File: src/verilog/mft_consts.svh
`ifndef MFT_CONSTS_SVH
`define MFT_CONSTS_SVH

// ----------------------------------------------------------------
// register select codes on the cpu port
// ----------------------------------------------------------------
`define SEL_EVENT_CTRL 3'h0
`define SEL_SETUP_CTRL 3'h1
`define SEL_COMPARE_A 3'h2
`define SEL_COMPARE_B 3'h3
`define SEL_CAPTURE 3'h4

// ----------------------------------------------------------------
// timer_event_control bit positions
// ----------------------------------------------------------------
`define EV_CAPTURE_B_FLAG 7
`define EV_CAPTURE_A_FLAG 6
`define EV_CAPTURE_IRQ_EN 5
`define EV_COMPARE_B_FLAG 4
`define EV_COMPARE_A_FLAG 3
`define EV_COMPARE_IRQ_EN 2
`define EV_WRAP_FLAG 1
`define EV_WRAP_IRQ_EN 0

// ----------------------------------------------------------------
// timer_setup_control field positions
// ----------------------------------------------------------------
`define SU_CAPTURE_EDGE 6
`define SU_EVENT_EDGE 5
`define SU_PRESCALE_HI 4
`define SU_PRESCALE_LO 2
`define SU_MODE_HI 1
`define SU_MODE_LO 0

// ----------------------------------------------------------------
// reset values
// ----------------------------------------------------------------
`define RST_EVENT_CTRL 8'h00
`define RST_SETUP_CTRL 8'h00
`define RST_COUNT 16'h0000
`define RST_COMPARE 16'h0000

`endif

File: src/verilog/mft_pkg.sv
`default_nettype none
package mft_pkg;

  typedef enum logic [1:0] {
    MODE_SOFT = 2'b00,
    MODE_PWM = 2'b01,
    MODE_CAPTURE = 2'b10,
    MODE_EVENT = 2'b11
  } mode_e;

endpackage : mft_pkg
`default_nettype wire

File: src/verilog/multi_function_timer.sv
// Operation
// - pwm counts to the active compare, toggles, restarts
// - active compare alternates a and b
// - pwm clock is prescaled system clock
// - software timer is pwm without toggling
// - separate flags for each event type
// - event mode counts selected external edges
// - capture mode counter runs free
// - capture mode match on a toggles, flags
// - capture mode prescaler from three-bit field
// - capture a edge loads capture register
// - capture b edge loads compare b
// - capture edge selectable, sets flag
// - wrap from max sets wrap flag
// - two eight-bit control registers
// - event control register bit layout
// - capture flags sticky until cleared
// - compare flags set only when active
// - capture enable gates capture interrupts
// - compare enable gates compare interrupts
// - wrap enable gates wrap interrupts
// - mode field encodes four modes
// - prescaler divides by two to field
// - edge bits select rising when one
// - counter resets to zero
`timescale 1ns/1ps
`default_nettype none
`include "mft_consts.svh"

module multi_function_timer
  import mft_pkg::*;
#(
  parameter int CNT_W = 16
) (
  // clock and reset
  input wire logic clk_i,
  input wire logic resetn_i,
  // cpu register port
  input wire logic [2:0] reg_sel_i,
  input wire logic reg_wr_i,
  input wire logic [15:0] reg_wdata_i,
  output logic [15:0] reg_rdata_o,
  // timer pins
  input wire logic capture_a_i,
  input wire logic capture_b_i,
  input wire logic event_clk_i,
  output logic timer_out_o,
  output logic irq_o
);

  if (CNT_W < 2 || CNT_W > 16) begin : g_bad_width
    $error("CNT_W must lie between 2 and 16");
  end

  // ----------------------------------------------------------------
  // reset release
  // ----------------------------------------------------------------
  logic rst_meta;
  logic rst_n;
  always_ff @(posedge clk_i or negedge resetn_i) begin
    if (!resetn_i) begin
      rst_meta <= 1'b0;
      rst_n <= 1'b0;
    end else begin
      rst_meta <= 1'b1;
      rst_n <= rst_meta;
    end
  end

  // ----------------------------------------------------------------
  // control registers
  // ----------------------------------------------------------------
  logic [7:0] event_ctrl;
  logic [7:0] setup_ctrl;
  logic [CNT_W-1:0] cmp_a;
  logic [CNT_W-1:0] cmp_b;
  logic [CNT_W-1:0] capture_reg;
  logic [CNT_W-1:0] count;
  logic active_b;
  mode_e mode;
  logic [2:0] prescale;
  logic capture_edge_select;
  logic event_clock_edge_select;
  logic is_cap;
  assign mode = mode_e'(setup_ctrl[`SU_MODE_HI:`SU_MODE_LO]);
  assign prescale = setup_ctrl[`SU_PRESCALE_HI:`SU_PRESCALE_LO];
  assign capture_edge_select = setup_ctrl[`SU_CAPTURE_EDGE];
  assign event_clock_edge_select = setup_ctrl[`SU_EVENT_EDGE];
  assign is_cap = (mode == MODE_CAPTURE);
  logic wr_event;
  logic wr_setup;
  assign wr_event = reg_wr_i && (reg_sel_i == `SEL_EVENT_CTRL);
  assign wr_setup = reg_wr_i && (reg_sel_i == `SEL_SETUP_CTRL);
  always_ff @(posedge clk_i or negedge rst_n) begin
    if (!rst_n) begin
      setup_ctrl <= `RST_SETUP_CTRL;
    end else if (wr_setup) begin
      setup_ctrl <= {1'b0, reg_wdata_i[6:0]};
    end
  end

  // ----------------------------------------------------------------
  // prescaler and edge detection
  // ----------------------------------------------------------------
  logic [6:0] pre_cnt;
  logic [6:0] pre_mask;
  logic pre_tick;
  always_ff @(posedge clk_i or negedge rst_n) begin
    if (!rst_n) begin
      pre_cnt <= 7'h00;
    end else begin
      pre_cnt <= pre_cnt + 7'h01;
    end
  end

  // same three-bit field in capture mode
  // divide by two to the field value
  assign pre_mask = 7'((8'h01 << prescale) - 8'h01);
  assign pre_tick = ((pre_cnt & pre_mask) == pre_mask);
  // bit 0 capture a, bit 1 capture b, bit 2 event clock
  logic [2:0] pins;
  logic [2:0] pins_prev;
  logic [2:0] rise_sel;
  logic [2:0] edges;
  assign pins = {event_clk_i, capture_b_i, capture_a_i};
  assign rise_sel = {event_clock_edge_select, capture_edge_select,
                     capture_edge_select};
  // pins are already synchronous; edge selects reset to falling, so a high
  // pin at reset release shows no edge
  always_ff @(posedge clk_i or negedge rst_n) begin
    if (!rst_n) begin
      pins_prev <= 3'h0;
    end else begin
      pins_prev <= pins;
    end
  end
  assign edges = (rise_sel & pins & ~pins_prev)
               | (~rise_sel & ~pins & pins_prev);

  // ----------------------------------------------------------------
  // counting
  // ----------------------------------------------------------------
  logic tick;
  logic [CNT_W-1:0] active_cmp;
  logic match_reload;
  logic match_free;
  logic wrap;
  logic cap_a_ev;
  logic cap_b_ev;
  // event mode advances on pin edges
  assign tick = (mode == MODE_EVENT) ? edges[2] : pre_tick;
  assign active_cmp = active_b ? cmp_b : cmp_a;
  assign match_reload = tick && !is_cap && (count == active_cmp);
  assign match_free = tick && is_cap && (count == cmp_a);
  // a reload at the max value wins, so no wrap then
  assign wrap = tick && (&count) && !match_reload;
  assign cap_a_ev = is_cap && edges[0];
  assign cap_b_ev = is_cap && edges[1];

  always_ff @(posedge clk_i or negedge rst_n) begin
    if (!rst_n) begin
      count <= CNT_W'(`RST_COUNT);
      active_b <= 1'b0;
    end else if (match_reload) begin
      count <= '0;
      active_b <= !active_b;
    end else if (tick) begin
      count <= CNT_W'(count + 1'b1);
    end
  end

  always_ff @(posedge clk_i or negedge rst_n) begin
    if (!rst_n) begin
      timer_out_o <= 1'b0;
    end else begin
      unique case (mode)
        // pwm and event modes toggle on match
        MODE_PWM, MODE_EVENT: begin
          if (match_reload) begin
            timer_out_o <= !timer_out_o;
          end
        end
        // capture mode toggles on compare a
        MODE_CAPTURE: begin
          if (match_free) begin
            timer_out_o <= !timer_out_o;
          end
        end
        // software timer leaves the pin alone
        MODE_SOFT: timer_out_o <= timer_out_o;
      endcase
    end
  end

  // ----------------------------------------------------------------
  // compare and capture registers
  // ----------------------------------------------------------------
  always_ff @(posedge clk_i or negedge rst_n) begin
    if (!rst_n) begin
      cmp_a <= CNT_W'(`RST_COMPARE);
    end else if (reg_wr_i && reg_sel_i == `SEL_COMPARE_A) begin
      cmp_a <= reg_wdata_i[CNT_W-1:0];
    end
  end

  // capture beats a software write landing in the same cycle
  always_ff @(posedge clk_i or negedge rst_n) begin
    if (!rst_n) begin
      cmp_b <= CNT_W'(`RST_COMPARE);
    end else if (cap_b_ev) begin
      cmp_b <= count;
    end else if (reg_wr_i && reg_sel_i == `SEL_COMPARE_B) begin
      cmp_b <= reg_wdata_i[CNT_W-1:0];
    end
  end

  always_ff @(posedge clk_i or negedge rst_n) begin
    if (!rst_n) begin
      capture_reg <= CNT_W'(`RST_COMPARE);
    end else if (cap_a_ev) begin
      capture_reg <= count;
    end
  end

  // ----------------------------------------------------------------
  // event flags and enables
  // ----------------------------------------------------------------
  logic [7:0] flag_set;
  logic [7:0] flag_mask;
  // bit layout of the event register
  // compare flags follow the active register
  // capture flags only in capture mode
  assign flag_set = {cap_b_ev, cap_a_ev, 1'b0,
                     match_reload && active_b,
                     (match_reload && !active_b) || match_free,
                     1'b0, wrap, 1'b0};
  assign flag_mask = 8'hda;
  // write zero clears, a set wins
  always_ff @(posedge clk_i or negedge rst_n) begin
    if (!rst_n) begin
      event_ctrl <= `RST_EVENT_CTRL;
    end else if (wr_event) begin
      event_ctrl <= ((event_ctrl & reg_wdata_i[7:0]) | flag_set) & flag_mask
                  | (reg_wdata_i[7:0] & ~flag_mask);
    end else begin
      event_ctrl <= event_ctrl | flag_set;
    end
  end

  // capture flags gated by capture enable
  // compare flags gated by compare enable
  // wrap flag gated by wrap enable
  // any enabled pending flag raises irq
  assign irq_o = (event_ctrl[`EV_CAPTURE_IRQ_EN]
                  && (event_ctrl[`EV_CAPTURE_A_FLAG]
                      || event_ctrl[`EV_CAPTURE_B_FLAG]))
              || (event_ctrl[`EV_COMPARE_IRQ_EN]
                  && (event_ctrl[`EV_COMPARE_A_FLAG]
                      || event_ctrl[`EV_COMPARE_B_FLAG]))
              || (event_ctrl[`EV_WRAP_IRQ_EN]
                  && event_ctrl[`EV_WRAP_FLAG]);

  // ----------------------------------------------------------------
  // read path
  // ----------------------------------------------------------------
  logic [15:0] next_rdata;
  always_comb begin
    next_rdata = 16'h0000;
    case (reg_sel_i)
      `SEL_EVENT_CTRL: next_rdata = {8'h00, event_ctrl};
      `SEL_SETUP_CTRL: next_rdata = {8'h00, setup_ctrl};
      `SEL_COMPARE_A: next_rdata[CNT_W-1:0] = cmp_a;
      `SEL_COMPARE_B: next_rdata[CNT_W-1:0] = cmp_b;
      `SEL_CAPTURE: next_rdata[CNT_W-1:0] = capture_reg;
      default: next_rdata = 16'h0000;
    endcase
  end
  always_ff @(posedge clk_i or negedge rst_n) begin
    if (!rst_n) begin
      reg_rdata_o <= 16'h0000;
    end else begin
      reg_rdata_o <= next_rdata;
    end
  end
endmodule : multi_function_timer
`default_nettype wire

File: config.mk
export PLATFORM = sky130hd
export DESIGN_NAME = multi_function_timer
export DESIGN_NICKNAME = d
export VERILOG_FILES = /design/src/verilog/mft_pkg.sv /design/src/verilog/multi_function_timer.sv
export VERILOG_INCLUDE_DIRS = /design/src /design/src/verilog
export SDC_FILE = /design/constraint.sdc
export NUM_CORES = 1
export LEC_CHECK = 0
export BUFFER_PORTS_ARGS = -buffer_cell sky130_fd_sc_hd__buf_2
export CAP_MARGIN = 5
export CORE_ASPECT_RATIO = 0.9
export CORE_MARGIN = 8
export CORE_UTILIZATION = 60
export DETAILED_ROUTE_END_ITERATION = 10
export PLACE_DENSITY_LB_ADDON = 0.08
export SKIP_LAST_GASP = 1
export SYNTH_ARGS = -nofsm -noshare
export SYNTH_HDL_FRONTEND = slang
export SYNTH_SLANG_ARGS = --single-unit
export TNS_END_PERCENT = 5
File: constraint.sdc
create_clock -name clk_i -period 4.2 [get_ports clk_i]
set_clock_uncertainty 0.2 [all_clocks]
set_input_delay 0.21 -clock clk_i [delete_from_list [all_inputs] [get_ports clk_i]]
set_output_delay 0.21 -clock clk_i [all_outputs]
set_load 0.01 [all_outputs]
======== Yosys cells after proc, flatten, opt, wreduce, memory -nomap -nowiden ========
Index checks and enable logic that the tools add are counted.
storage, ports and cells
  register bits after elaboration ......... 109
  latch bits .............................. 0
  RAM bits ................................ 0
  bits in read-only memories .............. 0
  input port bits ......................... 25
  output and inout bits ................... 18
  memories ................................ 0
cells by class
  add/subtract/negate cells ............... 3
  multipliers ............................. 0
  divide/modulo/power cells ............... 0
  magnitude comparators ................... 0
  eq/ne operators ......................... 12
  shift operators ......................... 1
  mux-type cells .......................... 11
  bitwise gates (word level) .............. 14
  reduce and logical (&&, ||, !) cells .... 33
operators by type and width
  cell                                                                    count
  16-bit two-way mux                                                      5
  16-bit case mux with 5 select lines                                     1
  16-bit equality test                                                    2
  1-bit logical AND                                                       17
  16-bit by 1-bit adder with 16-bit output (second input constant)        1
  8-bit OR                                                                2
  16-bit AND reduction                                                    1
  3-bit AND                                                               4
  3-bit inverter                                                          3
  8-bit AND                                                               1
  8-bit two-way mux                                                       1
  8-bit by 6-bit OR with 8-bit output                                     1
  7-bit by 1-bit adder with 7-bit output (second input constant)          1
  7-bit AND                                                               1
  7-bit equality test                                                     1
  1-bit by 3-bit left shift with 7-bit output (first input constant)      1
  7-bit by 1-bit subtractor with 7-bit output (second input constant)     1
  3-bit by 2-bit equality test with 1-bit output (second input constant)  2
  1-bit logical OR                                                        5
  2-bit equality test (second input constant)                             2
  1-bit zero test                                                         4
  2-bit nonzero test                                                      2
  3-bit by 1-bit equality test with 1-bit output (second input constant)  1
  3-bit equality test (second input constant)                             1
  11 further kinds                                                        13

======== Logic depth before layout (Yosys ltp) ========
Gate-level depths: netlist of the first run.
  depth in word-level cells ............... 12
  gate-level depth with buffers ........... 8
  gate-level depth less buffers ........... 7

======== Least setup slack after synthesis of the first run ========
OpenSTA, ideal clock, no wires.
  path kind ............................... reg2reg
  start ................................... register active_b
  end ..................................... register timer_out_o
  arrival time ............................ 1.793 ns
  data required time ...................... 3.913 ns
  setup slack ............................. 2.120 ns
  cell stages (with the launch flop) ...... 8
  buffers on the path ..................... 1
  period minus slack after synthesis ...... 2.080 ns
  cells stage by stage .................... dfrtp_1 > buf_6 > mux2i_1 > xnor2_1 > nor4_2 > nand4_2 > or4_1 > o211ai_1
on the way
  word-level cells in the longest chain between the ends .. 5
ends and longest elaborated chain
  what                             line                         RTL
  start: declaration               multi_function_timer.sv:79   logic active_b;
  start signal: assignment         multi_function_timer.sv:166  active_b <= !active_b;
  16-bit two-way mux               multi_function_timer.sv:152  assign active_cmp = active_b ? cmp_b : cmp_a;
  16-bit equality test             multi_function_timer.sv:153  assign match_reload = tick && !is_cap && (count == active_cmp);
  1-bit logical AND                multi_function_timer.sv:153
  2-bit inequality test (no line)  n/a
  3-bit AND reduction (no line)    n/a
  end signal: assignment           multi_function_timer.sv:180  timer_out_o <= !timer_out_o;
  end signal: assignment           multi_function_timer.sv:186  timer_out_o <= !timer_out_o;
  end signal: assignment           multi_function_timer.sv:190  MODE_SOFT: timer_out_o <= timer_out_o;
  end: declaration                 multi_function_timer.sv:47   output logic timer_out_o,
Every way passes these cells.
A chain may end at the register's enable or synchronous reset.

======== Final worst setup path of the first run ========
  start ................................... register active_b
  end ..................................... register count[10]
on the way
  word-level cells in the longest chain between the ends .. 4
  elaborated cells between the ends (all ways) .. 5
  those cells by class .................... eq/ne (1); mux (2); reduce/logical (2)
ends and longest elaborated chain
  what                                                             line                         RTL
  16-bit two-way mux (*)                                           multi_function_timer.sv:152
  16-bit equality test (*)                                         multi_function_timer.sv:153
  1-bit logical AND (*)                                            multi_function_timer.sv:153
  16-bit two-way mux / 2-bit nonzero test (equally long branches)  n/a
  end signal: assignment                                           multi_function_timer.sv:162  count <= CNT_W'(`RST_COUNT);
  end signal: assignment                                           multi_function_timer.sv:168  count <= CNT_W'(count + 1'b1);
  end: declaration                                                 multi_function_timer.sv:78   logic [CNT_W-1:0] count;
Every way passes the cells marked *; elsewhere a longest branch is shown, timed or not.

==> flow_summary.rst, run 1 <==
.. list-table::
   :header-rows: 1

   * - Metric
     - Value
   * - Slew HR
     - 18.88%
   * - Final Cycle Share
     - 66.05%
   * - Startpoint Class
     - flip-flop
   * - Register-to-Register Path Depth
     - 5
   * - GRT Max-Usage Layer
     - met2
   * - Height of the die
     - 106.2 um
   * - Distinct cells, synth
     - 46
   * - Unrepaired setup endpoints after global routing
     - no
   * - CP Cell Sequence
     - inv_1 > nor4_1 > a2bb2oi_1 > nor3_4 > and3b_1
   * - TritonCTS Buffers
     - 9
   * - DRC violation total after the first TritonRoute iteration
     - 239
   * - Kind of capture point of the worst setup path
     - flip-flop
   * - Worst-path cell with the longest stage delay
     - sky130_fd_sc_hd__dfrtp_1
   * - Worst path required time
     - 4.27 ns
   * - Critical path peak fanout
     - 15
   * - Area share of the leading cell type in the synthesized netlist
     - 50.25%
   * - Vias in the first global route
     - 3980
   * - Worst min-delay path category
     - input port to flip-flop
   * - Main combinational cell family by area after synthesis
     - multiplexers
   * - Top Family by Delay on Critical Path
     - simple AND/OR/NAND/NOR gates
   * - Antenna-violating nets left
     - 0
   * - Commonest cells after routing, fill and taps aside
     - 108 x sky130_fd_sc_hd__dfrtp_1, 56 x sky130_fd_sc_hd__nand2_1, 48 x sky130_fd_sc_hd__mux2i_1
   * - Global-route usage over all layers
     - 21.26%
   * - Number of nets in the final layout
     - 583
   * - Most common cell after layout, fill and taps aside
     - sky130_fd_sc_hd__dfrtp_1
   * - Category of the critical setup timing path
     - flip-flop to flip-flop
   * - Post-detailed-route wirelength per cell
     - 18.30 um
   * - Worst VDD drop
     - 0.2683 mV
   * - Overall overflow remaining after global route
     - 0
   * - GR Util met3
     - 4.079%
   * - Count of state elements after synthesis
     - 109
   * - Setup TNS after final layout
     - 0 ns
   * - Share of final-layout standard cells stronger than drive strength 1
     - 18.72%
   * - Number of top-level pins
     - 43
   * - Total of hold buffers inserted after clock tree synthesis
     - 21
   * - Largest net degree at the start of global routing
     - 79
   * - Number of clock sinks
     - 109
   * - Met1 usage in global routing
     - 27.92%
   * - Sink of the worst hold path
     - reg_rdata_o[0]
   * - DPL Wire Length
     - 8753 um
   * - Reg2reg setup slack
     - 1.43 ns
   * - Per-instance average area after synthesis
     - 10.54 um2
   * - Compound-cell area share of the yosys netlist
     - 8.967%
   * - Crit Reg-Reg Endpoint
     - count[10]
   * - Xor/xnor cell area share of the yosys netlist
     - 6.132%
   * - Detailed Routing Iterations Pass 1
     - 5
   * - Initial core utilization
     - 60.58%
   * - Highest cell delay on the worst timing path
     - 0.65 ns
   * - Post-synthesis adder-cell area fraction
     - 0.4610%
   * - Power per cell area
     - 445.1 mW/mm2
   * - Area of the mapped netlist
     - 0.005428 mm2
   * - ANT cells
     - 0
   * - Antenna violations before repair
     - 0
   * - Hold path startpoint
     - reg_sel_i[2]
   * - Number of gates resized after CTS
     - 0
   * - Placer's final routability congestion estimate
     - 0.8593
   * - Actual slew at the worst max-slew pin
     - 1.214 ns
   * - Part of the Yosys area used for sequential elements
     - 50.25%
   * - Worst hold stages
     - 3
   * - Met2 Resource Use GR
     - 34.43%
   * - Run status
     - completed
   * - Die width
     - 116.3 um
   * - Yosys synthesis warning count
     - 0
   * - Arrival time at the worst endpoint
     - 2.84 ns
   * - Sum of buffers and inverters on the critical path
     - 1
   * - Number of standard cells after synthesis
     - 515
   * - FF-to-FF Start
     - active_b
   * - Post-CTS Repair Setup Buffers
     - 0
   * - Routed via count
     - 3980
   * - Core area
     - 0.008960 mm2
   * - Root buf cell
     - sky130_fd_sc_hd__clkbuf_8
   * - Std-Cell Rows
     - 33
   * - Total Wirelength
     - 12500 um
   * - Post-detailed-route DRC marker count
     - 0
   * - Upper clock frequency limit
     - 360.5 MHz
   * - Vias per inst
     - 5.827
   * - Source-to-sink clock delay at the later pin of the worst-skew pair
     - 0.37 ns
   * - Max Cap Violations
     - 0
   * - Count of buffers inserted at the top-level ports
     - 42
   * - Multiplexer share of the synthesized area
     - 17.36%
   * - Clock buffer depth
     - 2
   * - Clock slew at the register clock pins of the worst setup and hold paths
     - 0.10 ns
   * - Fin util
     - 67.53%
   * - Final max-slew violation count
     - 0
   * - DIE AREA
     - 0.01235 mm2
   * - Maximum level of the CTS H-tree
     - 3
   * - Cell type contributing the most total cell area after synthesis
     - sky130_fd_sc_hd__dfrtp_1
   * - CTS tree
     - yes
   * - Most area-consuming cells after synthesis
     - sky130_fd_sc_hd__dfrtp_1 50%, sky130_fd_sc_hd__mux2i_1 8.9%, sky130_fd_sc_hd__mux2_2 8.1%
   * - Synthesis-to-layout area growth
     - 11.48%
   * - Post-synth net total
     - 542
   * - Final hold violations
     - 0
   * - Wire length of the first global-routing pass
     - 20320 um
   * - Leakage power figure
     - 2.794 nW
   * - Final critical delay including setup and external delays
     - 2.774 ns
   * - Final setup viols
     - 0
   * - Area share of and/or/nand/nor cells after synthesis
     - 13.58%
[report_power, final]
group          switching [W]  internal [W]
Clock               0.000350      0.000248
Sequential          0.000212       0.00122
Combinational       0.000331      0.000331
[tightest hold or removal path, cell delays in order]
cell	delay, ns
sky130_fd_sc_hd__buf_2	0.21
sky130_fd_sc_hd__nand3_1	0.10
sky130_fd_sc_hd__o21ai_0	0.09
[cell families (layout without fill, tap and decap cells)]
group / after synthesis / in the layout
flip-flops: 109 / 109
multiplexers: 88 / 88
AO/OA/AOI/OAI: 85 / 85
buffers and inverters: 40 / 86
adder cells (fa/ha/maj): 2 / 2
other: 1 / 1
XOR/XNOR: 38 / 38
AND/OR/NAND/NOR: 152 / 152
[stage by stage]
stage / cell area, um2 / setup slack [ns] / power, W / hold slack, ns / instances
after global placement: 5654 / 1.476 / 0.002075 / -0.2047 / 646
after detailed placement: 5654 / 1.457 / 0.002096 / -0.2039 / 646
after CTS: 6051 / 1.444 / 0.002716 / 0.06111 / 683
after global routing: 6051 / 1.302 / 0.002838 / 0.1043 / 683
after floorplan: 5428 / 0.7387 / 0.001907 / -0.2856 / 515
final: 6051 / 1.426 / 0.002693 / 0.09169 / 683
[worst max-delay path by stage]
stage	from	to	slack, ns	cells past startpoint
after global routing	active_b	count[10]	1.30	6
after floorplan	rst_n	active_b	0.74	0
after CTS	count[2]	count[10]	1.44	6
after global placement	count[2]	count[10]	1.48	6
after detailed placement	count[2]	count[10]	1.46	6
final	active_b	count[10]	1.43	5
[final cells by class]
| type | instances | area, um2 |
|---|---|---|
| Fill cell | 689 | 2909 |
| Sequential cell | 109 | 2731 |
| Multi-Input combinational cell | 366 | 2530 |
| Timing Repair Buffer | 64 | 427.9 |
| Tap cell | 122 | 152.6 |
| Clock buffer | 11 | 151.4 |
| Clock inverter | 5 | 35.03 |
| Inverter | 6 | 22.52 |
[metal layers]
metal  share of wire (%)  vias to the layer above
met4                 1.5                        0
met5                   0                        -
met3                 5.3                       15
met2                  48                      103
met1                  45                     1989
li1                    -                     1873
[cell usage after synthesis, drive strengths merged]
cell type / n
a211o: 1
a211oi: 1
a21boi: 1
a21oi: 12
a22oi: 9
a2bb2oi: 1
a31o: 1
a31oi: 3
and2: 1
and3: 8
and3b: 3
buf: 13
clkbuf: 21
conb: 1
dfrtp: 109
ha: 2
inv: 6
mux2: 39
mux2i: 48
mux4: 1
nand2: 56
nand2b: 5
nand3: 16
nand3b: 2
nand4: 3
nor2: 29
nor2b: 4
nor3: 15
nor4: 7
nor4b: 1
o211ai: 1
o21a: 1
o21ai: 46
o22ai: 6
o31ai: 1
o41ai: 1
or3: 1
or4: 1
xnor2: 24
xor2: 14
Note: power is estimated with default switching activity, not from simulation.
==> run 2: changes to the inputs <==
- ABC_AREA: unset -> 1
- clock period: 4.2 -> 2.6 ns (I/O delays scaled with it)
==> flow_summary.rst, run 2 <==
.. list-table::
   :header-rows: 1

   * - Metric
     - Value
   * - Run status
     - completed
   * - Global-route usage over all layers
     - 25.28%
   * - Die width
     - 115.4 um
   * - Worst VDD drop
     - 0.4392 mV
   * - Slew HR
     - 50.04%
   * - Share of power burned in registers
     - 50.1%
   * - Post-synth net total
     - 679
   * - Synthesis-to-layout area growth
     - 14.13%
   * - Area share of the leading cell type in the synthesized netlist
     - 51.17%
   * - DIE AREA
     - 0.01216 mm2
   * - Leakage power figure
     - 3.016 nW
   * - Unrepaired setup endpoints after global routing
     - no
   * - Most frequently used flop master after synthesis
     - sky130_fd_sc_hd__dfrtp_1
   * - Largest net degree at the start of global routing
     - 60
   * - Commonest cells after routing, fill and taps aside
     - 186 x sky130_fd_sc_hd__nand2_1, 108 x sky130_fd_sc_hd__dfrtp_1, 75 x sky130_fd_sc_hd__inv_1
   * - Startpoint Class
     - flip-flop
   * - Share of final-layout standard cells stronger than drive strength 1
     - 11.10%
   * - Detailed Routing Iterations Pass 1
     - 5
   * - Clock buffer depth
     - 2
   * - Compound-cell area share of the yosys netlist
     - 15.63%
   * - Actual slew at the worst max-slew pin
     - 0.7485 ns
   * - Total power after layout
     - 0.004825 W
   * - FF-to-FF Start
     - setup_ctrl[2]
   * - CTS tree
     - yes
   * - DRC violation total after the first TritonRoute iteration
     - 456
   * - Most common cell after layout, fill and taps aside
     - sky130_fd_sc_hd__nand2_1
   * - Core area
     - 0.008608 mm2
   * - Area of the mapped netlist
     - 0.005330 mm2
   * - Number of clock sinks
     - 109
   * - Critical path peak fanout
     - 19
   * - Comb pwr share
     - 28.6%
   * - Antenna violations before repair
     - 0
   * - Number of enable-type register cells in the synthesized netlist
     - 0
   * - Final hold violations
     - 0
   * - Post-detailed-route wirelength per cell
     - 17.55 um
   * - Post-synthesis adder-cell area fraction
     - 0.4695%
   * - Initial core utilization
     - 61.92%
   * - Post-detailed-route DRC marker count
     - 0
   * - Power spent charging and discharging nets
     - 0.001777 W
   * - Clk pwr share
     - 21.3%
   * - Upper clock frequency limit
     - 434.0 MHz
   * - Count of state elements after synthesis
     - 109
   * - Distinct cells, synth
     - 36
   * - Async S/R FF share, synth
     - 100.0%
   * - Commonest cells in the netlist
     - 186 x sky130_fd_sc_hd__nand2_1, 109 x sky130_fd_sc_hd__dfrtp_1, 75 x sky130_fd_sc_hd__inv_1, 59 x sky130_fd_sc_hd__o21ai_0, 50 x sky130_fd_sc_hd__nand3_1
   * - Internal power contribution
     - 0.003048 W
   * - Final Cycle Share
     - 88.62%
   * - Most common cell in the synthesized netlist
     - sky130_fd_sc_hd__nand2_1
   * - Number of standard cells after synthesis
     - 652
   * - Post-DP Area
     - 0.005682 mm2
   * - Finished Cell Area
     - 0.006083 mm2
   * - Arrival time at the worst endpoint
     - 2.39 ns
   * - DPL Wire Length
     - 10450 um
   * - Total Wirelength
     - 14740 um
   * - Worst min-delay path category
     - flip-flop to async pin
   * - Number of top-level pins
     - 43
   * - Height of the die
     - 105.4 um
   * - Per-instance average area after synthesis
     - 8.175 um2
   * - Main combinational cell family by area after synthesis
     - simple AND/OR/NAND/NOR gates
   * - Placer's final routability congestion estimate
     - 0.9296
   * - Part of the Yosys area used for sequential elements
     - 51.17%
   * - Std-Cell Rows
     - 32
   * - Final max-slew violation count
     - 0
   * - Yosys synthesis warning count
     - 0
   * - Setup TNS after final layout
     - 0 ns
   * - TritonCTS Buffers
     - 9
   * - Switching power share of the total
     - 36.83%
   * - Worst setup startpoint
     - setup_ctrl[2]
   * - Maximum level of the CTS H-tree
     - 3
   * - Root buf cell
     - sky130_fd_sc_hd__clkbuf_8
   * - Wire length of the first global-routing pass
     - 24210 um
   * - ANT cells
     - 0
   * - Count of buffers inserted at the top-level ports
     - 42
   * - Power per cell area
     - 793.2 mW/mm2
   * - Category of the critical setup timing path
     - flip-flop to flip-flop
   * - Cell type contributing the most total cell area after synthesis
     - sky130_fd_sc_hd__dfrtp_1
   * - Most area-consuming cells after synthesis
     - sky130_fd_sc_hd__dfrtp_1 51%, sky130_fd_sc_hd__nand2_1 13%, sky130_fd_sc_hd__o21ai_0 5.5%
   * - Xor/xnor cell area share of the yosys netlist
     - 1.972%
   * - Vias in the first global route
     - 4824
   * - Overall overflow remaining after global route
     - 0
   * - Max Cap Violations
     - 0
   * - Clock slew at the register clock pins of the worst setup and hold paths
     - 0.10 ns
   * - Vias per inst
     - 5.831
   * - Worst hold margin
     - 0.01408 ns
   * - Multiplexer share of the synthesized area
     - 0.4225%
   * - Final setup viols
     - 0
   * - Antenna-violating nets left
     - 0
   * - Area share of and/or/nand/nor cells after synthesis
     - 22.91%
   * - Source-to-sink clock delay at the later pin of the worst-skew pair
     - 0.38 ns
   * - Kind of capture point of the worst setup path
     - flip-flop
   * - Final critical delay including setup and external delays
     - 2.304 ns
   * - Number of nets in the final layout
     - 743
   * - Routed via count
     - 4898
   * - Worst path required time
     - 2.69 ns
run 2: kinds of logic (layout without fill, tap and decap cells):
| family | after synthesis | count (layout) |
|---|---|---|
| compound gates | 135 | 135 |
| xor+xnor | 12 | 12 |
| fa+ha+maj | 2 | 2 |
| buf+inv | 97 | 166 |
| flops | 109 | 109 |
| mux | 2 | 2 |
| other cells | 1 | 1 |
| simple gates | 294 | 294 |
run 2: power groups by stage:
stage               Clock (W)  Combinational, W  Sequential [W]
floorplan                   0          0.000948         0.00237
global placement            0           0.00129         0.00243
detailed placement          0           0.00134         0.00244
CTS                   0.00104           0.00137         0.00241
global route          0.00110           0.00157         0.00246
finish                0.00103           0.00138         0.00242
run 2: what timing repair did:
item | 4_1_cts | 5_1_grt
setup endpoints to repair | 0 | 0
hold buffers | 21 | 0
endpoints found under the hold margin | 52 | 0
setup buffers | 0 | 0
gates resized for setup | 0 | 0
run 2: path summary, 6_finish.rpt:
path / end / slack, ns / cells after the start
hold / removal: setup_ctrl[2] / 0.01 / 0
setup / recovery: event_ctrl[1] / 0.30 / 10
max in group asynchronous: capture_reg[9] / 1.49 / 1
hold reg to reg: setup_ctrl[2] / 0.01 / 0
setup reg to reg: event_ctrl[1] / 0.30 / 10
min in group clk_i: cmp_b[4] / 0.07 / 4
run 2: routing by layer:
metal  GRT usage, %  vias up  routed length (um)
li1               -     2288                   -
met1          33.99     2350                6464
met2          39.21      238                6763
met3          6.275       22                1291
met4          8.060        0                 221
met5              0        -                   0
run 2: area by class of cell:
class                   instances  area [um2]
clock inverters                 6       63.81
flip-flops and latches        109        2731
fillers                       694        2525
well taps                     119       148.9
multi-input cells             446        2211
repair buffers                 74       515.5
clock buffers                  10       127.6
inverters                      76       285.3
run 2: worst max-delay path, stage by stage, from the launching register on:
cell	delay [ns]
sky130_fd_sc_hd__dfrtp_1	0.45
sky130_fd_sc_hd__or2_2	0.29
sky130_fd_sc_hd__nand2_1	0.07
sky130_fd_sc_hd__nand2_1	0.04
sky130_fd_sc_hd__nor2_1	0.08
sky130_fd_sc_hd__nand2_1	0.13
sky130_fd_sc_hd__nand2_2	0.32
sky130_fd_sc_hd__nand3_1	0.15
sky130_fd_sc_hd__inv_1	0.15
sky130_fd_sc_hd__nand3_1	0.12
sky130_fd_sc_hd__o21ai_0	0.20
run 2: metrics by stage:
step                utilization (%)  setup slack (ns)  instances
floorplan                         -            0.5752        652
global placement              66.00            0.4802        803
detailed placement            66.00            0.3476        803
CTS                           70.67            0.3167        840
global route                  70.67            0.1522        840
finish                        70.67            0.2959        840
